File: src/design/bbc_pkg.sv
// constants, field layout and enumerations of the boiler bivalent control block
// assumes a single 250 MHz clock and a classic wishbone register slave

package bbc_pkg;

  //////////////////////////////////////////////////////////////////////////////
  // clock and timing
  localparam int unsigned CLK_HZ        = 250_000_000;
  localparam int unsigned SEC_TICK_S    = 1;
  localparam int unsigned SEC_CYCLES    = CLK_HZ * SEC_TICK_S;
  localparam int unsigned SEC_PER_MIN   = 60;
  localparam int unsigned QUAL_MIN      = 5;
  localparam int unsigned HOLD_MIN      = 30;
  localparam logic [15:0] MIN_S         = 16'(SEC_PER_MIN);
  localparam logic [15:0] QUAL_S        = 16'(QUAL_MIN * SEC_PER_MIN);
  localparam logic [15:0] HOLD_S        = 16'(HOLD_MIN * SEC_PER_MIN);

  //////////////////////////////////////////////////////////////////////////////
  // temperatures, whole degrees celsius, two's complement
  localparam logic [7:0]  TH_MIN        = 8'hF1;
  localparam logic [7:0]  TH_MAX        = 8'h0F;
  localparam logic [9:0]  HYST_UP       = 10'h002;
  localparam logic [9:0]  HYST_HEAT     = 10'h3FE;
  localparam logic [7:0]  OVER_TEMP     = 8'h55;

  //////////////////////////////////////////////////////////////////////////////
  // register offsets (byte addresses)
  localparam logic [7:0]  ADDR_CTRL     = 8'h00;
  localparam logic [7:0]  ADDR_THRESH   = 8'h04;
  localparam logic [7:0]  ADDR_HEAT_SET = 8'h08;
  localparam logic [7:0]  ADDR_DELAY    = 8'h0C;
  localparam logic [7:0]  ADDR_TEMPS    = 8'h10;
  localparam logic [7:0]  ADDR_WATER    = 8'h14;
  localparam logic [7:0]  ADDR_STATUS   = 8'h18;

  // reset values
  localparam logic [10:0] CTRL_RST      = 11'h000;
  localparam logic [7:0]  THRESH_RST    = 8'h00;
  localparam logic [15:0] HEAT_SET_RST  = 16'h0000;
  localparam logic [23:0] DELAY_RST     = 24'h000000;
  localparam logic [23:0] TEMPS_RST     = 24'h000000;
  localparam logic [31:0] WATER_RST     = 32'h00000000;

  // control field positions
  localparam int unsigned CTRL_PAT_BIT  = 0;
  localparam int unsigned CTRL_SUB_LSB  = 1;
  localparam int unsigned CTRL_EXT_BIT  = 3;
  localparam int unsigned CTRL_OPON_BIT = 4;
  localparam int unsigned CTRL_RUN_LSB  = 5;
  localparam int unsigned CTRL_DIR_LSB  = 8;
  localparam int unsigned CTRL_BUF_BIT  = 10;

  //////////////////////////////////////////////////////////////////////////////
  // enumerations
  typedef enum logic [1:0] {
    SUB_ALT = 2'h0,
    SUB_PAR = 2'h1,
    SUB_ADV = 2'h2
  } bbc_sub_t;

  typedef enum logic [2:0] {
    RUN_HEAT      = 3'h0,
    RUN_TANK      = 3'h1,
    RUN_HEAT_TANK = 3'h2,
    RUN_COOL      = 3'h3,
    RUN_COOL_TANK = 3'h4
  } bbc_run_t;

  localparam logic [1:0]  DIR_HEAT_BIT  = 2'h1;
  localparam logic [1:0]  DIR_DHW_BIT   = 2'h2;

  typedef enum logic [1:0] {
    PRH_IDLE = 2'b01,
    PRH_HOLD = 2'b10
  } bbc_prh_t;

endpackage : bbc_pkg

File: src/design/bbc_pin_sync.sv
// three-stage synchroniser for pin inputs with agreement filter
// assumes a reset already synchronised to i_ref_clk

module bbc_pin_sync #(
  parameter int unsigned W = 3
) (
  input  wire logic         i_ref_clk,
  input  wire logic         i_rst_n,
  input  wire logic         i_ce,
  input  wire logic [W-1:0] i_pin,
  output logic      [W-1:0] o_level
);

  typedef struct packed {
    logic [W-1:0] ff1;
    logic [W-1:0] ff2;
    logic [W-1:0] ff3;
    logic [W-1:0] lvl;
  } bbc_sync_t;

  bbc_sync_t q;
  bbc_sync_t d;

  //////////////////////////////////////////////////////////////////////////////
  // a bit changes only once the second and third stages agree
  always_comb begin
    d     = q;
    d.ff1 = i_pin;
    d.ff2 = q.ff1;
    d.ff3 = q.ff2;
    d.lvl = (~(q.ff2 ^ q.ff3) & q.ff3) | ((q.ff2 ^ q.ff3) & q.lvl);
  end

  always_ff @(posedge i_ref_clk or negedge i_rst_n) begin
    if (!i_rst_n) begin
      q <= '0;
    end else if (i_ce) begin
      q <= d;
    end
  end

  assign o_level = q.lvl;

endmodule : bbc_pin_sync

File: src/design/bbc_hold_timer.sv
// qualifies a condition that must hold continuously for a number of seconds
// assumes a one-cycle seconds tick on the same clock

module bbc_hold_timer (
  input  wire logic        i_ref_clk,
  input  wire logic        i_rst_n,
  input  wire logic        i_ce,
  input  wire logic        i_tick,
  input  wire logic        i_cond,
  input  wire logic [15:0] i_limit_s,
  output logic             o_done
);

  typedef struct packed {
    logic [15:0] cnt;
  } bbc_tmr_t;

  bbc_tmr_t q;
  bbc_tmr_t d;

  //////////////////////////////////////////////////////////////////////////////
  // count saturates; any break in the condition restarts it
  always_comb begin
    d = q;
    if (!i_cond) begin
      d.cnt = 16'h0000;
    end else if (i_tick && (q.cnt != 16'hFFFF)) begin
      d.cnt = q.cnt + 16'h0001;
    end
  end

  always_ff @(posedge i_ref_clk or negedge i_rst_n) begin
    if (!i_rst_n) begin
      q <= '0;
    end else if (i_ce) begin
      q <= d;
    end
  end

  assign o_done = i_cond && (q.cnt >= i_limit_s);

endmodule : bbc_hold_timer

File: src/design/bbc_boiler_ctrl.sv
// boiler bivalent decision logic with wishbone register file
// assumes classic wishbone master on i_ref_clk; grid and valve inputs come from pins
//
// How it works
// - select automatic or grid-signal pattern
// - outdoor threshold clamped to -15..15 C
// - alternative sub-mode runs one heat source
// - alternative: cold and allowed, boiler on, pumps off
// - alternative: warm or prohibited, boiler off, pumps on
// - external pump follows boiler when enabled
// - parallel: heat pump runs, boiler hysteresis
// - advanced heat: all conditions turn boiler on
// - advanced heat: any condition turns boiler off
// - advanced tank: all conditions turn boiler on
// - advanced tank: any condition turns boiler off
// - direction, offsets, delays and tank delay settings
// - grid bits drive heat pump and boiler
// - grid input removed from default function
// - grid pattern honours external pump enable
// - prohibit after 85 C for five minutes
// - prohibit clears thirty minutes after start if no water reading is still qualified hot
// - only an on/off boiler request leaves
//
// The Wishbone interface to the registers and the register addresses are this design's own decisions.

module bbc_boiler_ctrl #(
  parameter int unsigned P_SEC_CYCLES = bbc_pkg::SEC_CYCLES
) (
  input  wire logic        i_ref_clk,
  input  wire logic        i_arst_n,
  input  wire logic        i_ce,
  input  wire logic        i_wb_cyc,
  input  wire logic        i_wb_stb,
  input  wire logic        i_wb_we,
  input  wire logic [7:0]  i_wb_adr,
  input  wire logic [3:0]  i_wb_sel,
  input  wire logic [31:0] i_wb_dat,
  input  wire logic [1:0]  i_grid_signal_input,
  input  wire logic        i_valve_tank,
  output logic             o_wb_ack,
  output logic      [31:0] o_wb_dat,
  output logic             o_boiler_on,
  output logic             o_heat_pump_en,
  output logic             o_water_pump_en,
  output logic             o_ext_pump_on,
  output logic             o_prohibit,
  output logic      [1:0]  o_grid_default
);

  //////////////////////////////////////////////////////////////////////////////
  // state
  typedef struct packed {
    logic              ack;
    logic [31:0]       rdat;
    logic [10:0]       ctrl;
    logic [7:0]        thresh;
    logic [15:0]       heat_set;
    logic [23:0]       delay_set;
    logic [23:0]       temps;
    logic [31:0]       water;
    logic [27:0]       sec_cnt;
    logic              tick;
    bbc_pkg::bbc_prh_t prh_st;
    logic [15:0]       hold_cnt;
    logic              prohibit;
    logic              boiler;
    logic              hp_en;
    logic              wp_en;
    logic              ext_on;
    logic [1:0]        grid_dflt;
  } bbc_state_t;

  bbc_state_t q;
  bbc_state_t d;

  logic [1:0]  rst_sync_q;
  logic        rst_n;
  logic [2:0]  pins;
  logic [1:0]  grid;
  logic        valve_tank;
  logic        wb_hit;
  logic        wb_wr;
  logic        pat_grid;
  logic [1:0]  sub;
  logic        ext_en;
  logic        op_on;
  logic [2:0]  run;
  logic [1:0]  dir;
  logic        buf_en;
  logic [9:0]  od;
  logic [9:0]  th;
  logic [9:0]  buf_t;
  logic [9:0]  tgt;
  logic        below;
  logic        above_up;
  logic        above_heat;
  logic        start_cond;
  logic        stop_cond;
  logic        start_done;
  logic        stop_done;
  logic        tank_done;
  logic [3:0]  hot;
  logic [3:0]  hot_done;
  logic        any_hot;
  logic        active;
  logic        heat_side;
  logic        on_c;
  logic        off_c;
  logic        boiler_nxt;
  logic [31:0] status;

  //////////////////////////////////////////////////////////////////////////////
  // helpers
  function automatic logic [31:0] bbc_merge(input logic [31:0] old_v,
                                            input logic [31:0] new_v,
                                            input logic [3:0]  sel);
    logic [31:0] r;
    r = old_v;
    for (int i = 0; i < 4; i++) begin
      if (sel[i]) begin
        r[i*8 +: 8] = new_v[i*8 +: 8];
      end
    end
    return r;
  endfunction : bbc_merge

  function automatic logic [9:0] bbc_sx(input logic [7:0] v);
    return {{2{v[7]}}, v};
  endfunction : bbc_sx

  function automatic logic [7:0] bbc_clamp(input logic [7:0] v);
    if ($signed(v) < $signed(bbc_pkg::TH_MIN)) begin
      return bbc_pkg::TH_MIN;
    end else if ($signed(v) > $signed(bbc_pkg::TH_MAX)) begin
      return bbc_pkg::TH_MAX;
    end
    return v;
  endfunction : bbc_clamp

  //////////////////////////////////////////////////////////////////////////////
  // reset release
  always_ff @(posedge i_ref_clk or negedge i_arst_n) begin
    if (!i_arst_n) begin
      rst_sync_q <= 2'h0;
    end else begin
      rst_sync_q <= {rst_sync_q[0], 1'b1};
    end
  end

  assign rst_n = rst_sync_q[1];

  //////////////////////////////////////////////////////////////////////////////
  // pin inputs
  bbc_pin_sync #(
    .W (3)
  ) u_pins (
    .i_ref_clk (i_ref_clk),
    .i_rst_n   (rst_n),
    .i_ce      (i_ce),
    .i_pin     ({i_valve_tank, i_grid_signal_input}),
    .o_level   (pins)
  );

  assign grid       = pins[1:0];
  assign valve_tank = pins[2];

  //////////////////////////////////////////////////////////////////////////////
  // settings
  assign pat_grid = q.ctrl[bbc_pkg::CTRL_PAT_BIT];
  assign sub      = q.ctrl[bbc_pkg::CTRL_SUB_LSB +: 2];
  assign ext_en   = q.ctrl[bbc_pkg::CTRL_EXT_BIT];
  assign op_on    = q.ctrl[bbc_pkg::CTRL_OPON_BIT];
  assign run      = q.ctrl[bbc_pkg::CTRL_RUN_LSB +: 3];
  assign dir      = q.ctrl[bbc_pkg::CTRL_DIR_LSB +: 2];
  assign buf_en   = q.ctrl[bbc_pkg::CTRL_BUF_BIT];

  assign od    = bbc_sx(q.temps[7:0]);
  assign buf_t = bbc_sx(q.temps[15:8]);
  assign tgt   = bbc_sx(q.temps[23:16]);
  assign th    = bbc_sx(q.thresh);

  assign below      = $signed(od) < $signed(th);
  assign above_up   = $signed(od) > $signed(th + bbc_pkg::HYST_UP);
  assign above_heat = $signed(od) > $signed(th + bbc_pkg::HYST_HEAT);
  assign start_cond = $signed(buf_t) < $signed(tgt + bbc_sx(q.heat_set[7:0]));
  assign stop_cond  = $signed(buf_t) > $signed(tgt + bbc_sx(q.heat_set[15:8]));

  //////////////////////////////////////////////////////////////////////////////
  // delay qualifiers, settings in minutes
  bbc_hold_timer u_start_tmr (
    .i_ref_clk (i_ref_clk),
    .i_rst_n   (rst_n),
    .i_ce      (i_ce),
    .i_tick    (q.tick),
    .i_cond    (start_cond),
    .i_limit_s (16'(q.delay_set[7:0]) * bbc_pkg::MIN_S),
    .o_done    (start_done)
  );

  bbc_hold_timer u_stop_tmr (
    .i_ref_clk (i_ref_clk),
    .i_rst_n   (rst_n),
    .i_ce      (i_ce),
    .i_tick    (q.tick),
    .i_cond    (stop_cond),
    .i_limit_s (16'(q.delay_set[15:8]) * bbc_pkg::MIN_S),
    .o_done    (stop_done)
  );

  bbc_hold_timer u_tank_tmr (
    .i_ref_clk (i_ref_clk),
    .i_rst_n   (rst_n),
    .i_ce      (i_ce),
    .i_tick    (q.tick),
    .i_cond    (valve_tank),
    .i_limit_s (16'(q.delay_set[23:16]) * bbc_pkg::MIN_S),
    .o_done    (tank_done)
  );

  // outlet, inlet, zone 1, zone 2 each qualified on their own
  for (genvar g = 0; g < 4; g++) begin : g_hot
    assign hot[g] = q.water[g*8 +: 8] >= bbc_pkg::OVER_TEMP;
    bbc_hold_timer u_hot_tmr (
      .i_ref_clk (i_ref_clk),
      .i_rst_n   (rst_n),
      .i_ce      (i_ce),
      .i_tick    (q.tick),
      .i_cond    (hot[g]),
      .i_limit_s (bbc_pkg::QUAL_S),
      .o_done    (hot_done[g])
    );
  end

  assign any_hot = |hot_done;

  //////////////////////////////////////////////////////////////////////////////
  // decision terms
  assign active    = op_on && ((run == bbc_pkg::RUN_HEAT) || (run == bbc_pkg::RUN_TANK) ||
                               (run == bbc_pkg::RUN_HEAT_TANK));
  assign heat_side = (run == bbc_pkg::RUN_HEAT) ||
                     ((run == bbc_pkg::RUN_HEAT_TANK) && !valve_tank);

  always_comb begin
    if (sub == bbc_pkg::SUB_ADV) begin
      if (heat_side) begin
        on_c  = below && start_done && !valve_tank && dir[0] && buf_en &&
                !q.prohibit;
        off_c = above_heat || stop_done || valve_tank || q.prohibit;
      end else begin
        on_c  = below && tank_done && dir[1] && !q.prohibit;
        off_c = above_up || !valve_tank || q.prohibit;
      end
    end else begin
      on_c  = below && !q.prohibit;
      off_c = above_up || q.prohibit;
    end
  end

  assign boiler_nxt = off_c ? 1'b0 : (on_c ? 1'b1 : q.boiler);

  assign status = {24'h000000, grid, valve_tank, q.prohibit, q.ext_on, q.wp_en,
                   q.hp_en, q.boiler};

  assign wb_hit = i_wb_cyc && i_wb_stb && !q.ack;
  assign wb_wr  = wb_hit && i_wb_we;

  //////////////////////////////////////////////////////////////////////////////
  // next state
  always_comb begin
    d      = q;
    d.ack  = wb_hit;
    d.tick = 1'b0;

    if (q.sec_cnt == 28'(P_SEC_CYCLES - 1)) begin
      d.sec_cnt = 28'h0000000;
      d.tick    = 1'b1;
    end else begin
      d.sec_cnt = q.sec_cnt + 28'h0000001;
    end

    // register access; unmapped addresses answer with zero
    if (wb_hit) begin
      case (i_wb_adr)
        bbc_pkg::ADDR_CTRL:     d.rdat = {21'h000000, q.ctrl};
        bbc_pkg::ADDR_THRESH:   d.rdat = {24'h000000, q.thresh};
        bbc_pkg::ADDR_HEAT_SET: d.rdat = {16'h0000, q.heat_set};
        bbc_pkg::ADDR_DELAY:    d.rdat = {8'h00, q.delay_set};
        bbc_pkg::ADDR_TEMPS:    d.rdat = {8'h00, q.temps};
        bbc_pkg::ADDR_WATER:    d.rdat = q.water;
        bbc_pkg::ADDR_STATUS:   d.rdat = status;
        default:                d.rdat = 32'h00000000;
      endcase
    end
    if (wb_wr) begin
      case (i_wb_adr)
        bbc_pkg::ADDR_CTRL: begin
          d.ctrl = 11'(bbc_merge({21'h000000, q.ctrl}, i_wb_dat, i_wb_sel));
        end
        bbc_pkg::ADDR_THRESH: begin
          d.thresh = bbc_clamp(8'(bbc_merge({24'h000000, q.thresh}, i_wb_dat,
                                            i_wb_sel)));
        end
        bbc_pkg::ADDR_HEAT_SET: begin
          d.heat_set = 16'(bbc_merge({16'h0000, q.heat_set}, i_wb_dat, i_wb_sel));
        end
        bbc_pkg::ADDR_DELAY: begin
          d.delay_set = 24'(bbc_merge({8'h00, q.delay_set}, i_wb_dat, i_wb_sel));
        end
        bbc_pkg::ADDR_TEMPS: begin
          d.temps = 24'(bbc_merge({8'h00, q.temps}, i_wb_dat, i_wb_sel));
        end
        bbc_pkg::ADDR_WATER: begin
          d.water = bbc_merge(q.water, i_wb_dat, i_wb_sel);
        end
        default: begin
        end
      endcase
    end

    // over-temperature prohibit with fixed hold; a new start wins over expiry
    case (q.prh_st)
      bbc_pkg::PRH_IDLE: begin
        if (any_hot) begin
          d.prohibit = 1'b1;
          d.hold_cnt = 16'h0000;
          d.prh_st   = bbc_pkg::PRH_HOLD;
        end
      end
      bbc_pkg::PRH_HOLD: begin
        if (q.tick) begin
          if (q.hold_cnt == bbc_pkg::HOLD_S - 16'h0001) begin
            d.hold_cnt = 16'h0000;
            if (!any_hot) begin
              d.prohibit = 1'b0;
              d.prh_st   = bbc_pkg::PRH_IDLE;
            end
          end else begin
            d.hold_cnt = q.hold_cnt + 16'h0001;
          end
        end
      end
      default: begin
        d.prohibit = 1'b0;
        d.hold_cnt = 16'h0000;
        d.prh_st   = bbc_pkg::PRH_IDLE;
      end
    endcase

    // outputs
    if (pat_grid) begin
      d.boiler = grid[1] && !q.prohibit;
      d.hp_en  = grid[0];
      d.wp_en  = grid[0];
    end else if (!active) begin
      d.boiler = 1'b0;
      d.hp_en  = 1'b1;
      d.wp_en  = 1'b1;
    end else begin
      d.boiler = boiler_nxt;
      d.hp_en  = (sub == bbc_pkg::SUB_ALT) ? !boiler_nxt : 1'b1;
      d.wp_en  = (sub == bbc_pkg::SUB_ALT) ? !boiler_nxt : 1'b1;
    end
    d.ext_on    = ext_en && d.boiler;
    d.grid_dflt = pat_grid ? 2'h0 : grid;
  end

  //////////////////////////////////////////////////////////////////////////////
  // registers
  always_ff @(posedge i_ref_clk or negedge rst_n) begin
    if (!rst_n) begin
      q           <= '0;
      q.ctrl      <= bbc_pkg::CTRL_RST;
      q.thresh    <= bbc_pkg::THRESH_RST;
      q.heat_set  <= bbc_pkg::HEAT_SET_RST;
      q.delay_set <= bbc_pkg::DELAY_RST;
      q.temps     <= bbc_pkg::TEMPS_RST;
      q.water     <= bbc_pkg::WATER_RST;
      q.prh_st    <= bbc_pkg::PRH_IDLE;
      q.hp_en     <= 1'b1;
      q.wp_en     <= 1'b1;
    end else if (i_ce) begin
      q <= d;
    end
  end

  assign o_wb_ack        = q.ack;
  assign o_wb_dat        = q.rdat;
  assign o_boiler_on     = q.boiler;
  assign o_heat_pump_en  = q.hp_en;
  assign o_water_pump_en = q.wp_en;
  assign o_ext_pump_on   = q.ext_on;
  assign o_prohibit      = q.prohibit;
  assign o_grid_default  = q.grid_dflt;

endmodule : bbc_boiler_ctrl

File: config.mk
export PLATFORM = sky130hd
export DESIGN_NAME = bbc_boiler_ctrl
export DESIGN_NICKNAME = d
export VERILOG_FILES = /design/src/design/bbc_pkg.sv /design/src/design/bbc_pin_sync.sv /design/src/design/bbc_hold_timer.sv /design/src/design/bbc_boiler_ctrl.sv
export SDC_FILE = /design/constraint.sdc
export NUM_CORES = 1
export LEC_CHECK = 0
export BUFFER_PORTS_ARGS = -buffer_cell sky130_fd_sc_hd__buf_2
export CORE_UTILIZATION = 63
export CTS_CLUSTER_DIAMETER = 120
export DETAILED_ROUTE_END_ITERATION = 10
export GPL_TIMING_DRIVEN = 0
export PLACE_DENSITY = 0.86
export SLEW_MARGIN = 20
export SYNTH_ARGS = -nofsm -noshare
export SYNTH_HDL_FRONTEND = slang
export SYNTH_SLANG_ARGS = --single-unit
File: constraint.sdc
create_clock -name i_ref_clk -period 11 [get_ports i_ref_clk]
set_clock_uncertainty 0.1 [all_clocks]
set_input_delay 2.2 -clock i_ref_clk [delete_from_list [all_inputs] [get_ports i_ref_clk]]
set_output_delay 2.2 -clock i_ref_clk [all_outputs]
set_load 0.02 [all_outputs]
* Word-level counts from Yosys, hierarchy flattened
Cells that the tools add are included.
** Storage, ports and cells
- Register bits after elaboration :: 328
- Input bits :: 53
- Logic and storage cells :: 226
** Operators by class
- Bitwise operators :: 5
- Order comparisons :: 18
- Multiply operators :: 3
- Multiplexer cells :: 45
- Reductions and logical operators :: 72
- $add $sub $neg :: 13
- Equality and inequality tests :: 31
** Operators by type and width (number)
- $mux 16 :: 15
- $pmux 32 s7 :: 1
- $add 16x1->16 const B :: 8
- $ne 16x16->1 const B :: 7
- $ge 16x9->1 const B :: 4
- $reduce_and 4->1 :: 14
- $ge 16x14->1 :: 3
- $mux 8 :: 6
- $mux 19 :: 2
- $pmux 19 s2 :: 1
- $mul 8x4->12 const B :: 3
- $ge 8x7->1 const B :: 4
- $logic_and 1x1->1 :: 30
- $add 28x1->28 const B :: 1
- $eq 28x28->1 const B :: 1
- $mux 28 :: 1
- $gt 8x9->1 :: 3
- $eq 8x5->1 const B :: 3
- $ne 2x2->1 const B :: 10
- $add 8x8->9 :: 2
- $eq 16x11->1 const B :: 1
- $eq 8x4->1 const B :: 2
- $reduce_and 2->1 :: 8
- $mux 1 :: 14
- other kinds (26) :: 43

* Logic depth before layout (Yosys ltp)
Gate-level depths: netlist of the first run.
- Depth after elaboration :: 17
- Depth in mapped cells :: 20

* Hierarchy
Synthesis of the first run repeated with hierarchy kept, for this count alone.
** Second synthesis, totals
- Cells, all modules :: 2585
- Area, all modules :: 24443.4 µm²
** Modules (own cells, without submodules)
- bbc_boiler_ctrl :: cells each 1271, sequential area each 5057.4 µm², instances 1, area each 13269.0 µm²
- bbc_hold_timer (g_hot[0].u_hot_tmr ...) :: cells each 183, sequential area each 400.4 µm², instances 6, area each 1529.0 µm²
- bbc_hold_timer (u_tank_tmr) :: cells each 177, sequential area each 400.4 µm², instances 1, area each 1465.2 µm²
- bbc_pin_sync :: cells each 39, sequential area each 300.3 µm², instances 1, area each 535.5 µm²

* Least setup slack after synthesis of the first run
No wires, ideal clock.
- Kind :: reg2reg
- From :: register q[129] (netlist name)
- To :: register q (netlist bit o_ext_pump_on)
- Path buffers :: 0
- Required time :: 10.769 ns
- Period minus slack after synthesis :: 4.400 ns
- Stages on the path, launching flop included :: 19
- Arrival :: 4.169 ns
- Slack :: 6.600 ns
- Library setup time :: 0.131 ns
- Cells stage by stage :: dfrtp_1 inv_1 fa_1 fa_1 inv_1 ha_1 a21oi_1 o21ai_0 a2111oi_0 o31ai_1 a21oi_1 xor2_1 ha_1 nor3_1 a21oi_1 a211o_1 a32o_1 o2111ai_1 o21ai_0
** On the way
- Word-level cells in the longest chain between the ends :: 13
** RTL lines
- start, declared :: RTL line bbc_boiler_ctrl.sv:73 : bbc_state_t q;
- $mul 8x4->12 :: RTL line bbc_boiler_ctrl.sv:216 : .i_limit_s (16'(q.delay_set[23:16]) * bbc_pkg::MIN_S),
- $ge 16x14->1 :: RTL line bbc_hold_timer.sv:40 : assign o_done = i_cond && (q.cnt >= i_limit_s);
- $logic_and 1x1->1 :: RTL line bbc_hold_timer.sv:40
- $logic_and 1x1->1 (3 in a row) :: RTL line bbc_boiler_ctrl.sv:250 : on_c = below && tank_done && dir[1] && !q.prohibit;
- $mux 1 :: RTL line bbc_boiler_ctrl.sv:245 : if (heat_side) begin
- $mux 1 :: RTL line bbc_boiler_ctrl.sv:244 : if (sub == bbc_pkg::SUB_ADV) begin
- $mux 1 (2 in a row) :: RTL line bbc_boiler_ctrl.sv:259 : assign boiler_nxt = off_c ? 1'b0 : (on_c ? 1'b1 : q.boiler);
- $mux 3 :: RTL line bbc_boiler_ctrl.sv:354 : end else if (!active) begin
- $mux 3 :: RTL line bbc_boiler_ctrl.sv:350 : if (pat_grid) begin
- $logic_and 1x1->1 :: RTL line bbc_boiler_ctrl.sv:363 : d.ext_on = ext_en && d.boiler;
Every way passes these cells.
A chain may end at the register's enable or synchronous reset.

* Worst setup path after layout of the first run
- From :: register q[118] (netlist name)
- To :: register q (netlist bit o_heat_pump_en)
** On the way
- Word-level cells in the longest chain between the ends :: 13
** RTL lines
- $mul 8x4->12 :: RTL line bbc_boiler_ctrl.sv:206 : .i_limit_s (16'(q.delay_set[15:8]) * bbc_pkg::MIN_S),
- $ge 16x14->1 :: RTL line bbc_hold_timer.sv:40
- $logic_and 1x1->1 :: RTL line bbc_hold_timer.sv:40
- $logic_or 1x1->1 (3 in a row) :: RTL line bbc_boiler_ctrl.sv:248 : off_c = above_heat || stop_done || valve_tank || q.prohibit;
- $mux 1 :: RTL line bbc_boiler_ctrl.sv:245
- $mux 1 :: RTL line bbc_boiler_ctrl.sv:244
- $mux 1 :: RTL line bbc_boiler_ctrl.sv:259
- $logic_not 1->1 :: RTL line bbc_boiler_ctrl.sv:360 : d.hp_en = (sub == bbc_pkg::SUB_ALT) ? !boiler_nxt : 1'b1;
- $mux 1 :: RTL line bbc_boiler_ctrl.sv:360
- $mux 3 :: RTL line bbc_boiler_ctrl.sv:354
- $mux 3 :: RTL line bbc_boiler_ctrl.sv:350
Every way passes these cells.

==> out/results.ini, run 1 <==
[synth]
synth-seq-cells=326
synth_area_per_cell_um2=9.97
synth_area_leaders=dfrtp_1 39%, ha_1 9.6%, mux2_2 6.3%
syn_area_um2=20600
synth_edf_count=0
synth_nets=2321
synth-seq-area-share_pct=39.6
synthArstFlopShare_pct=100
yosysTopAreaCellShare_pct=39.3
yosysTopAreaCell=dfrtp_1
syn_inst=2069
synthFlopType=dfrtp_1
ys_warn_count=0
synth_cell_types=81

[grt]
overflow=0
first_global_vias=16675
grt_max_degree=59
antenna_found_initial=4
grt_pass1_wl_um=85200
grt_use_total_pct=31.9

[clocking]
clock-root-buffer=clkbuf_16
clk_pin_slew_worst_paths_ns=0.06
ctsResizeCount=0
clkSinkCount=326
cts_hold_buffers=0
postCtsSetupBuffers=0
clock_latency_ns=0.54
cts_buffers=37
h-tree-depth=2
clock_path_buffers=3
cts_tree=yes

[cells_and_area]
final_cells=2665
nets=2455
final_common_cell=dfrtp_1
synthToLayoutAreaGrowth_pct=11.4
fill_cells=2195
drive_above_1_share_pct=15.9
final_cell_mix=323 x dfrtp_1, 197 x nor2_1, 170 x nand2_1

[drt]
drt_pass1_iterations=7
num_vias=16468
wire_per_inst_um=19.3
routed_wl_um=51500
vias_per_cell=6.18
drc_errors=0
ant_nets=0
drtIter0Drc=1518

[sta]
period_share_pct=49.8
fin_tns_setup_ns=0
timing.fmax_mhz=183
layout_min_cycle_time_ns=5.48
tightest_slew_ns=1.08
finalHoldViolCount=0
finalSetupViolCount=0
rsz0062_at_grt=false
slew_viol_final=0
setup_ws_ns=5.52
max_slew_margin_pct=28.2

[flow_run]
drv_cap=0

[die]
die_area_um2=33500
coreArea_um2=31900
num_rows=65
die_h_um=183
die_w_um=183
ioPinCount=93
start_util_pct=64.7

[pwr]
p_leak_nw=11.0
finalPower_mw=2.67
ir_drop_uv=102
cellPowerDensity_nw_per_um2=116

[worst_setup_path]
crit_arrival_ns=5.83
crit_type=flop to flop
critPathLaunchType=flop
end_kind=flop
critPathMaxFanout=5
cp.required_ns=11.35

[place]
dp.cells=2599
place_ws_ns=5.72
gp_congestion=0.943
hpwlAfterDp_um=37700
port_buffers=89

[worst_hold_path]
hold_path.class=flop to asynchronous set/reset pin

[outcome]
status=complete, no violations

## worst max-delay path: stages (launching register included)
cell	delay, ns
dfrtp_1	0.49
fa_1	0.63
fa_1	0.46
ha_1	0.30
a21o_1	0.16
a21oi_1	0.22
o21ai_0	0.15
a2111oi_0	0.62
o31ai_1	0.15
a21oi_1	0.20
xor2_1	0.23
ha_1	0.29
nand4_1	0.11
a211oi_1	0.05
o41ai_1	0.06
nand4_1	0.25
a2bb2oi_1	0.29
o2111ai_1	0.26
o31a_1	0.35
## power breakdown
part / total (mW) / leakage [nW] / switching [mW] / internal [mW]
clock network: 1.23 / 0.577 / 0.511 / 0.716
logic: 0.182 / 5.98 / 0.122 / 0.0597
registers: 1.26 / 4.47 / 0.0359 / 1.23
total: 2.67 / 11.0 / 0.669 / 2.00
## metrics by stage
step / utilization [%] / area, µm² / hold slack [ns]
floorplan: - / 20600 / 0.231
global placement: 67.8 / 21600 / 0.237
detailed placement: 68.3 / 21800 / 0.215
CTS: 72.0 / 23000 / 0.220
global route: 72.1 / 23000 / 0.237
finish: 72.1 / 23000 / 0.195
## registers in the layout, summed over array words and instances, names as in the netlist, named ones only
register           cells
op_on                  1
o_grid_default         2
o_wb_dat              32
u_tank_tmr.q          16
buf_t                  8
pat_grid               1
g_hot.u_hot_tmr.q     64
buf_en                 1
o_ext_pump_on          1
dir                    2
o_wb_ack               1
u_pins.q               3
o_boiler_on            1
u_stop_tmr.q          16
q                    140
rst_sync_q             2
o_heat_pump_en         1
u_pins.d               6
u_start_tmr.q         16
ext_en                 1
od                     8
## final timing paths
kind	start	end	cells after the start	slack (ns)
setup reg to reg	q[118]$_DFFE_PN0P_	o_heat_pump_en$_DFFE_PN1P_	18	5.52
max in group asynchronous	rst_sync_q[1]$_DFF_PN0_	o_wb_dat[17]$_DFFE_PN0P_	3	9.31
min in group i_ref_clk	rst_sync_q[0]$_DFF_PN0_	rst_sync_q[1]$_DFF_PN0_	0	0.26
setup / recovery	q[118]$_DFFE_PN0P_	o_heat_pump_en$_DFFE_PN1P_	18	5.52
hold / removal	rst_sync_q[1]$_DFF_PN0_	q[44]$_DFFE_PN0P_	0	0.20
hold reg to reg	rst_sync_q[1]$_DFF_PN0_	q[44]$_DFFE_PN0P_	0	0.20
## layout make-up
class | count | area (µm²) | share of cell area, %
Clock buffer | 49 | 1000 | 4.36
Multi-Input combinational cell | 1500 | 11400 | 49.6
Clock inverter | 15 | 189 | 0.822
Timing Repair Buffer | 95 | 596 | 2.59
Inverter | 148 | 556 | 2.42
Antenna cell | 2 | 5.00 | 0.0218
Sequential cell | 326 | 8160 | 35.5
Buffer | 95 | 518 | 2.25
Tap cell | 435 | 544 | 2.37
## Yosys cell counts, types with 48 or more instances
cell type and instances:
inv_1 148, nand3_1 67, xnor2_1 79, xor2_1 79
mux2_2 115, a21oi_1 55, nor2_1 197, nand2_1 170
dfrtp_1 324, ha_1 158, o21ai_0 102, nand4_1 48
## per-layer routing
metal	part of all wire [%]	vias up	global-route usage, %
li1	-	7533	-
met1	41	8082	41.4
met2	48	693	53.8
met3	6.8	156	4.79
met4	3.9	4	12.7
met5	0.048	-	0
## logic make-up (layout without fill, tap and decap cells)
kind of cell	count (synthesis)	in the layout	synth area share (%)
AO/OA/AOI/OAI	342	342	11.5
XOR/XNOR	158	158	6.71
adder cells (fa/ha/maj)	199	199	13.6
buffers and inverters	243	402	5.20
flip-flops	326	326	39.6
multiplexers	127	127	7.28
other	1	3	0.0182
AND/OR/NAND/NOR	673	673	16.2
Power figures use the tool's default switching activity.
==> run 2, diff against run 1 <==
==> constraint.sdc (replaced) <==
create_clock -name i_ref_clk -period 5.4 [get_ports i_ref_clk]
set_clock_uncertainty 0.1 [all_clocks]
set_input_delay 1.08 -clock i_ref_clk [delete_from_list [all_inputs] [get_ports i_ref_clk]]
set_output_delay 1.08 -clock i_ref_clk [all_outputs]
set_load 0.02 [all_outputs]
==> run 2 against run 1 <==
Compared with the run above:
- sequential power increased by 100%
- setup slack got worse by 5.3 ns
- highest routed layer unchanged
- maximum frequency increased by 6.2%
- critical endpoint unchanged
==> out/results.ini, run 2 (synthesized netlist as in run 1, its figures left out) <==
[outcome]
status=complete, no violations

[die]
die_w_um=183
die_area_um2=33500
coreArea_um2=31900
start_util_pct=64.7
num_rows=65
die_h_um=183
ioPinCount=93

[clocking]
clock_path_buffers=3
clkSinkCount=326
cts_buffers=36
clock-root-buffer=clkbuf_16
cts_tree=yes
h-tree-depth=2
clock_latency_ns=0.54
clk_pin_slew_worst_paths_ns=0.06

[sta]
layout_min_cycle_time_ns=5.16
slew_viol_final=0
max_slew_margin_pct=30.3
finalSetupViolCount=0
period_share_pct=95.5
tightest_slew_ns=1.03
timing.fmax_mhz=194
fin_tns_setup_ns=0
finalHoldViolCount=0
rsz0062_at_grt=false

[drt]
num_vias=16540
ant_nets=0
drt_pass1_iterations=8
drc_errors=0
routed_wl_um=50700
vias_per_cell=6.20
wire_per_inst_um=19.0
drtIter0Drc=1277

[worst_setup_path]
path_delay_family=compound AO/OA/AOI/OAI gates
crit_arrival_ns=5.53
crit_path_cell_trace=fa_1 > fa_1 > ha_1 > a21o_1 > a21oi_1 > o21ai_0 > a2111oi_2 > o31ai_1 > a21oi_1 > xor2_1 > ha_1 > nand4_1 > a211oi_1 > o41ai_1 > nand4_1 > a2bb2oi_1 > o2111ai_1 > o31a_1
worstPathBufferInverterCount=0
cpMaxStageDelayCell=fa_1
end_kind=flop
cp.required_ns=5.77
critPathLaunchType=flop
crit_type=flop to flop
critPathMaxFanout=5
slowest_delay_ns=0.62

[cells_and_area]
synthToLayoutAreaGrowth_pct=11.5
regArea_um2=8170
drive_above_1_share_pct=16.2
final_cells=2668
fill_cells=2199
multiInputGateArea_um2=11400
nets=2454
largest-register=q
largest_reg_flops=140
final_cell_mix=322 x dfrtp_1, 197 x nor2_1, 170 x nand2_1
final_common_cell=dfrtp_1

[grt]
antenna_found_initial=5
grt_pass1_wl_um=84500
grt_max_degree=55
overflow=0
grt_use_total_pct=31.3
first_global_vias=16771

[place]
hpwlAfterDp_um=36900
dp.cells=2599
port_buffers=89
gp_congestion=0.945

[flow_run]
drv_cap=0

[pwr]
ir_drop_uv=190
cellPowerDensity_nw_per_um2=235
p_leak_nw=11.0

[worst_hold_path]
hold_path.class=flop to asynchronous set/reset pin

[run 2: worst paths after layout]
| path | from | to | slack [ns] | cells after the start |
|---|---|---|---|---|
| hold / removal | rst_sync_q[1]$_DFF_PN0_ | q[18]$_DFFE_PN0P_ | 0.19 | 0 |
| hold reg to reg | rst_sync_q[1]$_DFF_PN0_ | q[18]$_DFFE_PN0P_ | 0.19 | 0 |
| max in group asynchronous | rst_sync_q[1]$_DFF_PN0_ | u_tank_tmr.q[5]$_DFFE_PN0P_ | 4.04 | 2 |
| setup / recovery | q[118]$_DFFE_PN0P_ | o_heat_pump_en$_DFFE_PN1P_ | 0.24 | 18 |
| min in group i_ref_clk | rst_sync_q[0]$_DFF_PN0_ | rst_sync_q[1]$_DFF_PN0_ | 0.25 | 0 |
| setup reg to reg | q[118]$_DFFE_PN0P_ | o_heat_pump_en$_DFFE_PN1P_ | 0.24 | 18 |
[run 2: worst reg2reg max path, cell delays in order (launching register included)]
cell and delay (ns):
dfrtp_1 0.49, fa_1 0.62, fa_1 0.47, ha_1 0.30, a21o_1 0.17, a21oi_1 0.23
o21ai_0 0.20, a2111oi_2 0.40, o31ai_1 0.12, a21oi_1 0.19, xor2_1 0.23, ha_1 0.29
nand4_1 0.12, a211oi_1 0.06, o41ai_1 0.07, nand4_1 0.25, a2bb2oi_1 0.25, o2111ai_1 0.24
o31a_1 0.32
[run 2: metrics by stage]
| stage | hold slack (ns) | util, % | instance area (µm²) | total power [mW] | setup WS [ns] |
|---|---|---|---|---|---|
| CTS | 0.200 | 72.1 | 23000 | 5.43 | 0.165 |
| detailed placement | 0.201 | 68.3 | 21800 | 2.97 | 0.194 |
| finish | 0.185 | 72.1 | 23000 | 5.41 | 0.244 |
| global route | 0.214 | 72.1 | 23000 | 5.57 | 0.0633 |
| floorplan | 0.231 | - | 20600 | 2.81 | 1.00 |
| global placement | 0.238 | 67.8 | 21600 | 2.94 | 0.306 |
[run 2: report_power, final]
group | total (mW) | switching (mW) | internal [mW]
sequential | 2.57 | 0.0755 | 2.50
clock | 2.47 | 1.04 | 1.43
combinational | 0.364 | 0.242 | 0.122
[run 2: layer usage]
layer	vias up	track usage, %	wire length, µm
li1	7541	-	-
met1	8203	41.6	21000
met2	659	52.4	24300
met3	135	4.23	3570
met4	2	11.9	1890
met5	-	0	10
[run 2: timing repair]
item	4_1_cts	5_1_grt
gates resized for setup	0	5
hold buffers	0	0
setup buffers	0	0
setup endpoints to repair	0	3
endpoints found under the hold margin	0	0
[run 2: final cells by class]
type | count | share of cell area (%)
Inverter | 148 | 2.42
Buffer | 95 | 2.25
Clock buffer | 47 | 4.36
Tap cell | 435 | 2.37
Multi-Input combinational cell | 1500 | 49.6
Antenna cell | 4 | 0.0435
Timing Repair Buffer | 95 | 2.62
Clock inverter | 18 | 0.827
Sequential cell | 326 | 35.5
